`config.mk`:
```
export PLATFORM = sky130hd
export DESIGN_NAME = sar_adc_sequencer
export DESIGN_NICKNAME = d
export VERILOG_FILES = /design/src/verilog/sar_adc_pkg.sv /design/src/verilog/sar_adc_sequencer.sv /design/src/verilog/conv_tick_gen.sv /design/src/verilog/sar_core.sv
export SDC_FILE = /design/constraint.sdc
export NUM_CORES = 1
export LEC_CHECK = 0
export BUFFER_PORTS_ARGS = -buffer_cell sky130_fd_sc_hd__clkbuf_2
export CORE_ASPECT_RATIO = 1.25
export CORE_MARGIN = 3
export CORE_UTILIZATION = 60
export CTS_CLUSTER_DIAMETER = 40
export CTS_CLUSTER_SIZE = 12
export DETAILED_ROUTE_END_ITERATION = 10
export GPL_TIMING_DRIVEN = 0
export PLACE_DENSITY_LB_ADDON = 0.1
export SYNTH_ARGS = -nofsm -noshare
export SYNTH_HDL_FRONTEND = slang
export SYNTH_HIERARCHICAL = 1
export SYNTH_SLANG_ARGS = --single-unit
```
`constraint.sdc`:
```
create_clock -name sys_clk_in -period 6.2 [get_ports sys_clk_in]
set_input_delay 0 -clock sys_clk_in [delete_from_list [all_inputs] [get_ports sys_clk_in]]
set_output_delay 0 -clock sys_clk_in [all_outputs]
set_load 0.01 [all_outputs]
```
`src/verilog/sar_adc_pkg.sv`:
```
// Purpose: Shared constants for the successive-approximation sequencer
// Assumes: Byte-wide registers on a plain strobe port
// Notes: Offsets are register indices on the byte port
package sar_adc_pkg;
   // Register offsets
   localparam logic [2:0] OFF_RESULT_HIGH = 3'h0;
   localparam logic [2:0] OFF_RESULT_LOW = 3'h1;
   localparam logic [2:0] OFF_CTRL_ZERO = 3'h2;
   localparam logic [2:0] OFF_CTRL_ONE = 3'h3;
   localparam logic [2:0] OFF_CTRL_TWO = 3'h4;
   localparam logic [2:0] OFF_FLAGS = 3'h5;
   // Control zero fields
   localparam int EN_BIT = 0;
   localparam int GO_BIT = 1;
   localparam int CHAN_LSB = 2;
   // Control one fields
   localparam int REF_NEG_BIT = 5;
   localparam int REF_POS_BIT = 4;
   // Control two fields
   localparam int FMT_BIT = 7;
   localparam int ACQ_LSB = 3;
   localparam int CLK_LSB = 0;
   // Flag register fields
   localparam int FLAG_BIT = 0;
   localparam int IRQ_EN_BIT = 1;
   // Write masks of implemented bits
   localparam logic [7:0] CTRL_ZERO_MASK = 8'h3f;
   localparam logic [7:0] CTRL_ONE_MASK = 8'h3f;
   localparam logic [7:0] CTRL_TWO_MASK = 8'hbf;
   // Reset values
   localparam logic [7:0] CTRL_RESET = 8'h00;
   localparam logic [9:0] RESULT_RESET = 10'h000;
   // Bit count and timing counts; RC_DELAY_CYCLES in system clocks, the rest in conversion clock periods
   localparam int BITS = 10;
   localparam int CONV_PERIODS = 11;
   localparam int WAIT_PERIODS = 2;
   localparam int RC_DELAY_CYCLES = 4;
   // Clock select code for the internal oscillator (x11)
   localparam logic [1:0] CLK_RC_LOW = 2'h3;
endpackage

```
`src/verilog/sar_adc_sequencer.sv`:
```
// Purpose: Sequencer for a 10-bit successive-approximation converter
// Assumes: Analog front end outside; inputs synchronous to sys_clk_in
// Notes: Result pair keeps its contents through reset
module sar_adc_sequencer
   import sar_adc_pkg::*;
#(
   parameter int RESULT_WIDTH = BITS
)
(
   // Clock, enable, reset
   input wire logic sys_clk_in,
   input wire logic ce_in,
   input wire logic rstn_in,
   // Power-on reset indicator, high during the power-on reset only
   input wire logic por_in,
   // Register port
   input wire logic [2:0] addr_in,
   input wire logic [7:0] wdata_in,
   input wire logic wr_in,
   input wire logic rd_in,
   output logic [7:0] rdata_out,
   // Analog front end
   input wire logic rc_tick_in,
   input wire logic cmp_hi_in,
   output logic [9:0] dac_code_out,
   output logic sample_out,
   output logic [3:0] channel_out,
   output logic ref_pos_pin_out,
   output logic ref_neg_pin_out,
   // Completion flag towards the interrupt controller
   output logic complete_flag_out,
   output logic complete_irq_out
);
   // Elaboration check: the packing below serves ten bits only
   if (RESULT_WIDTH != BITS) begin : g_width_check
      $error("RESULT_WIDTH must equal BITS");
   end

   typedef enum {
      ST_IDLE,
      ST_ACQ,
      ST_CONV,
      ST_WAIT
   } seq_e;

   typedef struct packed {
      seq_e state;
      logic [7:0] ctrl_zero;
      logic [7:0] ctrl_one;
      logic [7:0] ctrl_two;
      logic flag;
      logic irq_en;
      logic [9:0] result;
      logic [4:0] periods;
      logic clr_sar;
      logic [7:0] rdata;
      logic [9:0] dac;
      logic sample;
      logic irq;
   } seq_s;

   seq_s st_ff;
   seq_s nxt_st;
   logic tick;
   logic run;
   logic [9:0] trial;
   logic [9:0] code;

   // Acquisition periods for each field code
   function automatic logic [4:0] acq_periods(input logic [2:0] f);
      case (f)
         3'h1: acq_periods = 5'd2;
         3'h2: acq_periods = 5'd4;
         3'h3: acq_periods = 5'd6;
         3'h4: acq_periods = 5'd8;
         3'h5: acq_periods = 5'd12;
         3'h6: acq_periods = 5'd16;
         3'h7: acq_periods = 5'd20;
         default: acq_periods = 5'd0;
      endcase
   endfunction

   // Result byte in either justification
   function automatic logic [7:0] result_byte(input logic [9:0] r,
      input logic right, input logic high);
      logic [15:0] w;
      w = right ? {6'h00, r} : {r, 6'h00};
      result_byte = high ? w[15:8] : w[7:0];
   endfunction

   // Period ticker runs whenever a timed phase is active
   assign run = (st_ff.state != ST_IDLE);

   conv_tick_gen u_tick (
      .sys_clk_in(sys_clk_in),
      .rstn_in(rstn_in),
      .ce_in(ce_in),
      .run_in(run),
      .sel_in(st_ff.ctrl_two[CLK_LSB +: 3]),
      .rc_tick_in(rc_tick_in),
      .tick_out(tick)
   );

   sar_core #(
      .WIDTH(BITS)
   ) u_sar (
      .sys_clk_in(sys_clk_in),
      .rstn_in(rstn_in),
      .ce_in(ce_in),
      .clear_in(st_ff.clr_sar),
      .tick_in(tick && st_ff.state == ST_CONV),
      .cmp_hi_in(cmp_hi_in),
      .trial_out(trial),
      .code_out(code)
   );

   // Register access, sequencing and output staging
   always_comb begin
      logic go_wr;
      logic go_clr;
      go_wr = 1'b0;
      go_clr = 1'b0;
      nxt_st = st_ff;
      nxt_st.clr_sar = 1'b0;
      nxt_st.rdata = 8'h00;
      // Writes; the start bit is handled by the sequencer below
      if (wr_in) begin
         case (addr_in)
            OFF_RESULT_HIGH: begin
               if (st_ff.ctrl_two[FMT_BIT])
                  nxt_st.result[9:8] = wdata_in[1:0];
               else
                  nxt_st.result[9:2] = wdata_in;
            end
            OFF_RESULT_LOW: begin
               if (st_ff.ctrl_two[FMT_BIT])
                  nxt_st.result[7:0] = wdata_in;
               else
                  nxt_st.result[1:0] = wdata_in[7:6];
            end
            OFF_CTRL_ZERO: begin
               nxt_st.ctrl_zero = (wdata_in & CTRL_ZERO_MASK)
                  & ~(8'h01 << GO_BIT);
               nxt_st.ctrl_zero[GO_BIT] = st_ff.ctrl_zero[GO_BIT];
               go_wr = wdata_in[GO_BIT] & wdata_in[EN_BIT];
               go_clr = ~wdata_in[GO_BIT] | ~wdata_in[EN_BIT];
            end
            OFF_CTRL_ONE: nxt_st.ctrl_one = wdata_in & CTRL_ONE_MASK;
            OFF_CTRL_TWO: nxt_st.ctrl_two = wdata_in & CTRL_TWO_MASK;
            OFF_FLAGS: begin
               nxt_st.flag = wdata_in[FLAG_BIT];
               nxt_st.irq_en = wdata_in[IRQ_EN_BIT];
            end
            default: ;
         endcase
      end
      // Reads answer in the next cycle; unmapped reads give zero
      if (rd_in) begin
         case (addr_in)
            OFF_RESULT_HIGH: nxt_st.rdata =
               result_byte(st_ff.result, st_ff.ctrl_two[FMT_BIT], 1'b1);
            OFF_RESULT_LOW: nxt_st.rdata =
               result_byte(st_ff.result, st_ff.ctrl_two[FMT_BIT], 1'b0);
            OFF_CTRL_ZERO: nxt_st.rdata = st_ff.ctrl_zero;
            OFF_CTRL_ONE: nxt_st.rdata = st_ff.ctrl_one;
            OFF_CTRL_TWO: nxt_st.rdata = st_ff.ctrl_two;
            OFF_FLAGS: nxt_st.rdata = {6'h00, st_ff.irq_en, st_ff.flag};
            default: nxt_st.rdata = 8'h00;
         endcase
      end
      // Sequencer
      case (st_ff.state)
         ST_IDLE: begin
            if (go_wr) begin
               nxt_st.ctrl_zero[GO_BIT] = 1'b1;
               nxt_st.periods =
                  acq_periods(st_ff.ctrl_two[ACQ_LSB +: 3]);
               nxt_st.clr_sar = 1'b1;
               if (acq_periods(st_ff.ctrl_two[ACQ_LSB +: 3]) == 5'd0)
                  nxt_st.state = ST_CONV;
               else
                  nxt_st.state = ST_ACQ;
               if (nxt_st.state == ST_CONV)
                  nxt_st.periods = 5'(CONV_PERIODS);
            end
         end
         ST_ACQ: begin
            if (go_clr) begin
               nxt_st.ctrl_zero[GO_BIT] = 1'b0;
               nxt_st.state = ST_IDLE;
            end else if (tick) begin
               if (st_ff.periods == 5'd1) begin
                  nxt_st.state = ST_CONV;
                  nxt_st.periods = 5'(CONV_PERIODS);
               end else
                  nxt_st.periods = st_ff.periods - 5'd1;
            end
         end
         ST_CONV: begin
            if (go_clr) begin
               nxt_st.ctrl_zero[GO_BIT] = 1'b0;
               nxt_st.state = ST_WAIT;
               nxt_st.periods = 5'(WAIT_PERIODS);
            end else if (tick) begin
               if (st_ff.periods == 5'd1) begin
                  nxt_st.result = code;
                  nxt_st.ctrl_zero[GO_BIT] = 1'b0;
                  nxt_st.flag = 1'b1;
                  nxt_st.state = ST_WAIT;
                  nxt_st.periods = 5'(WAIT_PERIODS);
               end else
                  nxt_st.periods = st_ff.periods - 5'd1;
            end
         end
         ST_WAIT: begin
            // New starts are held off until the wait is over
            if (tick) begin
               if (st_ff.periods == 5'd1)
                  nxt_st.state = ST_IDLE;
               else
                  nxt_st.periods = st_ff.periods - 5'd1;
            end
         end
         default: nxt_st.state = ST_IDLE;
      endcase
      // Disabling the module abandons any activity
      if (!nxt_st.ctrl_zero[EN_BIT]) begin
         nxt_st.ctrl_zero[GO_BIT] = 1'b0;
         nxt_st.state = ST_IDLE;
      end
      // Staged outputs; sampling resumes outside conversion
      nxt_st.dac = trial;
      nxt_st.sample = nxt_st.ctrl_zero[EN_BIT]
         && nxt_st.state != ST_CONV;
      nxt_st.irq = nxt_st.flag & nxt_st.irq_en;
   end

   // State register; result pair survives every reset
   always_ff @(posedge sys_clk_in) begin
      if (!rstn_in) begin
         st_ff.state <= ST_IDLE;
         st_ff.ctrl_zero <= CTRL_RESET;
         st_ff.ctrl_one <= CTRL_RESET;
         st_ff.ctrl_two <= CTRL_RESET;
         st_ff.flag <= 1'b0;
         st_ff.irq_en <= 1'b0;
         st_ff.periods <= 5'd0;
         st_ff.clr_sar <= 1'b0;
         st_ff.rdata <= 8'h00;
         st_ff.dac <= 10'h000;
         st_ff.sample <= 1'b0;
         st_ff.irq <= 1'b0;
         if (por_in)
            st_ff.result <= st_ff.result;
      end else if (ce_in) begin
         st_ff <= nxt_st;
      end
   end

   // Outputs straight from flip-flops
   assign rdata_out = st_ff.rdata;
   assign dac_code_out = st_ff.dac;
   assign sample_out = st_ff.sample;
   assign channel_out = st_ff.ctrl_zero[CHAN_LSB +: 4];
   assign ref_pos_pin_out = st_ff.ctrl_one[REF_POS_BIT];
   assign ref_neg_pin_out = st_ff.ctrl_one[REF_NEG_BIT];
   assign complete_flag_out = st_ff.flag;
   assign complete_irq_out = st_ff.irq;
endmodule

```
`src/verilog/conv_tick_gen.sv`:
```
// Purpose: Conversion clock period tick generator
// Assumes: RC oscillator ticks arrive synchronous to sys_clk_in
// Notes: Divider restarts on each run so the first period is whole
module conv_tick_gen
   import sar_adc_pkg::*;
(
   // Clock and control
   input wire logic sys_clk_in,
   input wire logic rstn_in,
   input wire logic ce_in,
   input wire logic run_in,
   input wire logic [2:0] sel_in,
   input wire logic rc_tick_in,
   // Tick out
   output logic tick_out
);
   typedef struct packed {
      logic [5:0] cnt;
      logic [2:0] rc_wait;
      logic tick;
   } tick_s;
   tick_s st_ff, nxt_st;

   // Division ratio minus one from the select code
   function automatic logic [5:0] div_last(input logic [2:0] sel);
      case (sel)
         3'h0: div_last = 6'h01;
         3'h4: div_last = 6'h03;
         3'h1: div_last = 6'h07;
         3'h5: div_last = 6'h0f;
         3'h2: div_last = 6'h1f;
         default: div_last = 6'h3f;
      endcase
   endfunction

   // Count system clocks, or pass RC ticks after four cycles of delay
   always_comb begin
      nxt_st = st_ff;
      nxt_st.tick = 1'b0;
      if (!run_in) begin
         nxt_st.cnt = 6'h00;
         nxt_st.rc_wait = 3'(RC_DELAY_CYCLES);
      end else if (sel_in[1:0] == CLK_RC_LOW) begin
         if (st_ff.rc_wait != 3'h0)
            nxt_st.rc_wait = st_ff.rc_wait - 3'h1;
         else
            nxt_st.tick = rc_tick_in;
      end else if (st_ff.cnt >= div_last(sel_in)) begin
         nxt_st.cnt = 6'h00;
         nxt_st.tick = 1'b1;
      end else begin
         nxt_st.cnt = st_ff.cnt + 6'h01;
      end
   end

   // State register
   always_ff @(posedge sys_clk_in) begin
      if (!rstn_in)
         st_ff <= '0;
      else if (ce_in)
         st_ff <= nxt_st;
   end

   assign tick_out = st_ff.tick;
endmodule

```
`src/verilog/sar_core.sv`:
```
// Purpose: Successive-approximation register, one bit per period
// Assumes: Comparator output valid when a tick arrives
// Notes: Tests the MSB first; result valid after BITS ticks
module sar_core
   import sar_adc_pkg::*;
#(
   parameter int WIDTH = BITS
)
(
   // Clock and control
   input wire logic sys_clk_in,
   input wire logic rstn_in,
   input wire logic ce_in,
   input wire logic clear_in,
   input wire logic tick_in,
   input wire logic cmp_hi_in,
   // Trial code and result
   output logic [WIDTH-1:0] trial_out,
   output logic [WIDTH-1:0] code_out
);
   typedef struct packed {
      logic [WIDTH-1:0] code;
      logic [WIDTH-1:0] mask;
   } sar_s;
   sar_s st_ff, nxt_st;

   // Elaboration check: the mask needs at least two bits
   if (WIDTH < 2) begin : g_width_check
      $error("WIDTH must be at least 2");
   end

   // Keep or drop the bit under test, then try the next one
   always_comb begin
      nxt_st = st_ff;
      if (clear_in) begin
         nxt_st.code = '0;
         nxt_st.mask = {1'b1, {(WIDTH-1){1'b0}}};
      end else if (tick_in && st_ff.mask != '0) begin
         if (cmp_hi_in)
            nxt_st.code = st_ff.code | st_ff.mask;
         nxt_st.mask = st_ff.mask >> 1;
      end
   end

   // State register
   always_ff @(posedge sys_clk_in) begin
      if (!rstn_in)
         st_ff <= '0;
      else if (ce_in)
         st_ff <= nxt_st;
   end

   assign trial_out = st_ff.code | st_ff.mask;
   assign code_out = st_ff.code;
endmodule

```
# Word level (Yosys, flattened, before mapping)
# Cells that the tools add are included.
[op_classes] n_mux=76 n_eq_ne=33 reduce_logical=22 bitwise=6 magnitude_cmp=1 addsub=3
[ops] cell="32-bit two-way mux" count=12
[ops] cell="32-bit one-hot mux with 4 select lines" count=1
[ops] cell="32-bit by 2-bit equality test with 1-bit output (second input constant)" count=2
[ops] cell="32-bit by 3-bit equality test with 1-bit output (second input constant)" count=2
[ops] cell="5-bit two-way mux" count=10
[ops] cell="6-bit two-way mux" count=8
[ops] cell="8-bit one-hot mux with 6 select lines" count=1
[ops] cell="10-bit two-way mux" count=4
[ops] cell="20-bit two-way mux" count=2
[ops] cell="5-bit one-hot mux with 7 select lines" count=1
[ops] cell="32-bit by 1-bit equality test with 1-bit output (second input constant)" count=1
[ops] cell="32-bit logical NOT" count=1
[ops] cell="32-bit by 3-bit inequality test with 1-bit output (second input constant)" count=1
[ops] cell="32-bit nonzero test" count=1
[ops] cell="6-bit one-hot mux with 5 select lines" count=1
[ops] cell="29-bit two-way mux" count=1
[ops] cell="3-bit equality test (second input constant)" count=8
[ops] cell="1-bit two-way mux" count=20
[ops] cell="5-bit one-hot mux with 4 select lines" count=1
[ops] cell="16-bit two-way mux" count=1
[ops] cell="8-bit two-way mux" count=2
[ops] cell="3-bit by 2-bit equality test with 1-bit output (second input constant)" count=5
[ops] cell="15-bit two-way mux" count=1
[ops] cell="3-bit AND reduction" count=5
[ops] cell="28 further kinds" count=49
[word_totals] regBits=119 in_bits=19

# Longest topological paths before layout
[depth] ltp_word=14 ltp_mapped=11

# By module
# Netlist, hierarchy kept.
[by_module_without_submodules] mod="sar_adc_sequencer" seq_area_each_um2=1881.8 n_inst=1 cells_per_inst=486 area_each_um2=4488.1
[by_module_without_submodules] mod="sar_core" seq_area_each_um2=400.4 n_inst=1 cells_per_inst=77 area_each_um2=839.6
[by_module_without_submodules] mod="conv_tick_gen" seq_area_each_um2=200.2 n_inst=1 cells_per_inst=82 area_each_um2=680.7

# Worst setup path before layout
# OpenSTA, ideal clock, no wires.
[synth_timing] kind="register to register" start="reg st_ff[84] (netlist bit)" end="reg u_sar.st_ff (netlist bit u_sar/code_out[0])" slack_ns=3.694 setup_ns=0.062 required_ns=6.138 t_arrival_ns=2.444 stages_incl_launch_ff=10 n_path_buf=2 path_cell_list="dfxtp_1 > nor4_1 > nand4_1 > or2_0 > clkbuf_1 > clkbuf_1 > nor3_1 > and3_1 > nor3b_1 > a22o_1"
[synth_via] elab_chain_cells=5
[synth_lines] element="start: declaration" line_no="sar_adc_sequencer.sv:62" text="seq_s st_ff;"
[synth_lines] element="start signal: assignment" line_no="sar_adc_sequencer.sv:256" text="st_ff <= nxt_st;"
[synth_lines] element="32-bit by 3-bit equality test with 1-bit output" line_no="sar_adc_sequencer.sv:111" text=".tick_in(tick && st_ff.state == ST_CONV),"
[synth_lines] element="1-bit logical AND" line_no="sar_adc_sequencer.sv:111"
[synth_lines] element="1-bit logical AND" line_no="sar_core.sv:38" text="end else if (tick_in && st_ff.mask != '0) begin"
[synth_lines] element="2-bit nonzero test (no source line)"
[synth_lines] element="3-bit AND reduction (no source line)"
[synth_lines] element="end signal: assignment" line_no="sar_core.sv:50" text="st_ff <= nxt_st;"
[synth_lines] element="end: declaration" line_no="sar_core.sv:25" text="sar_s st_ff, nxt_st;"
# No other way between the ends.
# A chain may end at the register's enable or synchronous reset.

# Worst setup path after layout
[layout_timing] start="reg st_ff[89] (netlist bit)" end="reg u_sar.st_ff (netlist bit u_sar/code_out[5])"
# The elaborated chain is that of the path after synthesis.

==> results.cfg <==
[run_status]
status = complete, no violations

[timing]
finalClockSkew_ns = 0.00651
period_needed_ns = 3.38
fmax_ghz = 0.296
setup_ws_ns = 2.82
final-max-slew-violation-count = 0
rsz0062_at_grt = false
period_share = 0.545
hold_viol = 0
slew_headroom = 0.358
tightestPinTransition_ns = 0.961
setup_viol = 0
tns_ns = 0

[placement]
placed_area_um2 = 6370
gp_congestion = 0.958
port_buffers = 41
dp_hpwl_mm = 10.1
place_ws_ns = 2.89

[floorplanning]
fp.dieH_um = 118
num_rows = 40
io_pins = 46
die-area_um2 = 11300
core_area_um2 = 9710
die_w_um = 95.5
initial_core_util = 0.619

[clock_network]
cts_made_buffers = 17
hold_buffers = 7
post_cts_buffers = 0
cts.sinks = 119
cts-root-buf = clkbuf_16
ctsResizeCount = 0
clk_pin_slew_worst_paths_ns = 0.06
clock_path_buffers = 2
clock_latency_ns = 0.41
cts_tree = built
htree_num_levels = 4

[worst_setup_path]
critical_path_class = register to register
timing.rr.start = st_ff[89]$_SDFFE_PN0P_
arrival_ns = 3.73
r2r-end = u_sar/code_out[5]$_SDFFE_PN0P_
startpoint_type = register
critPathCaptureType = register
r2r_slack_ns = 2.82
worstRegToRegCells = 9
required_ns = 6.55
crit_fanout = 10

[synth]
yosysSeqAreaShare = 0.413
syn_inst = 645
synth_seq_cells = 119
synth_edf_count = 10
postSynth.asyncResetShare = 0
ys_types = 68
ys.flop_type = dfxtp_1
synth_commonest_cells = dfxtp_1 (109), nor2b_1 (60), nand2_1 (52)
synth_top_area_frac = 0.363
yosysMostFrequentCell = dfxtp_1
synth_area_um2 = 6010
syn_nets = 674
synth_area_leaders = dfxtp_1 (36%), mux2i_1 (6.7%), nor2b_1 (6.2%)
avgSynthCellArea_um2 = 9.32
synth_warnings = 6
yosys.area.top_type = dfxtp_1

[cells_and_area]
diodes = 0
drive_gt1_frac = 0.203
final_area_um2 = 7010
final_util = 0.722
syn_to_final_growth_pct = 16.7
fin_nets = 741

[drt]
vias = 5032
wl_per_cell_um = 17.1
first_pass_iters = 6
drt-total-wl_mm = 14.5
via_per_inst = 5.92
drt_iter0_markers = 405
antenna_left = 0
drc_errors = 0

[worst_hold_path]
whs_path_depth = 3
hold_end = st_ff[36]$_SDFFE_PN0P_
hold_class = input pin to register
worstHoldStart = wdata_in[1]

[global_route]
antenna_found_initial = 0
grt_util_all_layers = 0.267
grt_pass1_vias = 4932
grt_max_degree = 17
grt_pass1_wl_mm = 23.7
gr-total-overflow = 0

[power_and_ir_drop]
p_per_area_nw_per_um2 = 263
peakVddDrop_v = 0.000222
leakagePower_uw = 0.00274

[job]
cap_violations = 0
## metal layers
layer / global-route usage / wire, µm / up-vias
met5: 0 / 0 / -
met4: 0.121 / 390 / 0
met3: 0.0518 / 688 / 34
met2: 0.432 / 7080 / 145
met1: 0.338 / 6340 / 2403
li1: - / - / 2450
## report_power, final
group / internal (µW) / switching (µW)
Clock: 598 / 349
Sequential: 784 / 7.35
Combinational: 39.4 / 64.0
Total: 1420 / 421
## worst max-delay path, cell delays in order (launching register included)
cell,delay (ns)
dfxtp_1,0.31
nor4_1,0.32
nand4_1,0.18
or2_0,0.27
clkbuf_1,0.17
clkbuf_1,0.26
nor3_1,0.47
and3_1,0.28
nor3b_1,0.80
a22o_1,0.24
## flip-flops by register name, indices dropped and copies added, names as in the netlist
name / count
u_tick/st_ff: 9
complete_irq_out: 1
channel_out: 4
u_sar/st_ff: 10
complete_flag_out: 1
dac_code_out: 10
sample_out: 1
ref_pos_pin_out: 1
u_sar/code_out: 10
ref_neg_pin_out: 1
rdata_out: 8
st_ff: 62
u_tick/tick_out: 1
## placed cells by master, fill, tap and decap left out, types with 6 or more instances in the layout
cell type,Yosys,final
buf_4,34,34
edfxtp_1,10,10
nor2_1,20,20
nand2b_1,8,8
a21boi_0,8,8
clkbuf_1,23,24
clkbuf_16,0,17
dlygate4sd3_1,0,7
or2_2,12,12
nor3_1,15,15
mux2i_1,40,40
o21ai_0,33,33
inv_1,11,11
mux2_2,7,7
dfxtp_1,109,109
clkbuf_2,0,41
a21oi_1,23,23
nand3_1,15,15
nand2_1,52,52
and2_1,8,8
nand4_1,8,8
ha_1,10,10
nor4_1,8,8
a32o_1,10,10
nor2b_1,60,60
a22o_1,15,15
buf_1,6,6
## how the worst max path moves through the flow
stage	start	end	slack [ns]	cells past startpoint
3_5_place_dp	st_ff[89]$_SDFFE_PN0P_	u_sar/code_out[5]$_SDFFE_PN0P_	2.89	9
5_1_grt	st_ff[89]$_SDFFE_PN0P_	u_sar/code_out[8]$_SDFFE_PN0P_	2.51	9
6_report	st_ff[89]$_SDFFE_PN0P_	u_sar/code_out[5]$_SDFFE_PN0P_	2.82	9
2_1_floorplan	st_ff[84]$_SDFFE_PN0P_	u_sar/code_out[0]$_SDFFE_PN0P_	3.69	9
4_1_cts	st_ff[89]$_SDFFE_PN0P_	u_sar/code_out[5]$_SDFFE_PN0P_	2.78	9
3_3_place_gp	st_ff[89]$_SDFFE_PN0P_	u_sar/code_out[3]$_SDFFE_PN0P_	2.91	9
## cell type report
cell class	instances	area, µm²
Tap cell	126	158
Timing Repair Buffer	48	275
Buffer	70	412
Fill cell	780	2700
Multi-Input combinational cell	445	3070
Sequential cell	119	2480
Clock buffer	19	443
Inverter	11	41.3
Clock inverter	12	128
## cells by family after synthesis
group | Yosys count | synth area share
buffers and inverters | 81 | 0.0754
and+or+nand+nor | 235 | 0.222
muxes | 47 | 0.0798
AOI/OAI and AO/OA | 147 | 0.179
adders and majority gates | 11 | 0.0227
DFF | 119 | 0.413
xor gates and xnor gates | 5 | 0.00729
## per-stage QoR
stage | hold slack [ns] | cells | total power [µW]
2_1_floorplan | 0.166 | 645 | 871
3_3_place_gp | 0.314 | 812 | 902
3_5_place_dp | 0.342 | 812 | 904
4_1_cts | 0.0547 | 850 | 1850
5_1_grt | 0.0966 | 850 | 1890
6_report | 0.0639 | 850 | 1840
No activity file was read; power rests on OpenSTA's default activity.
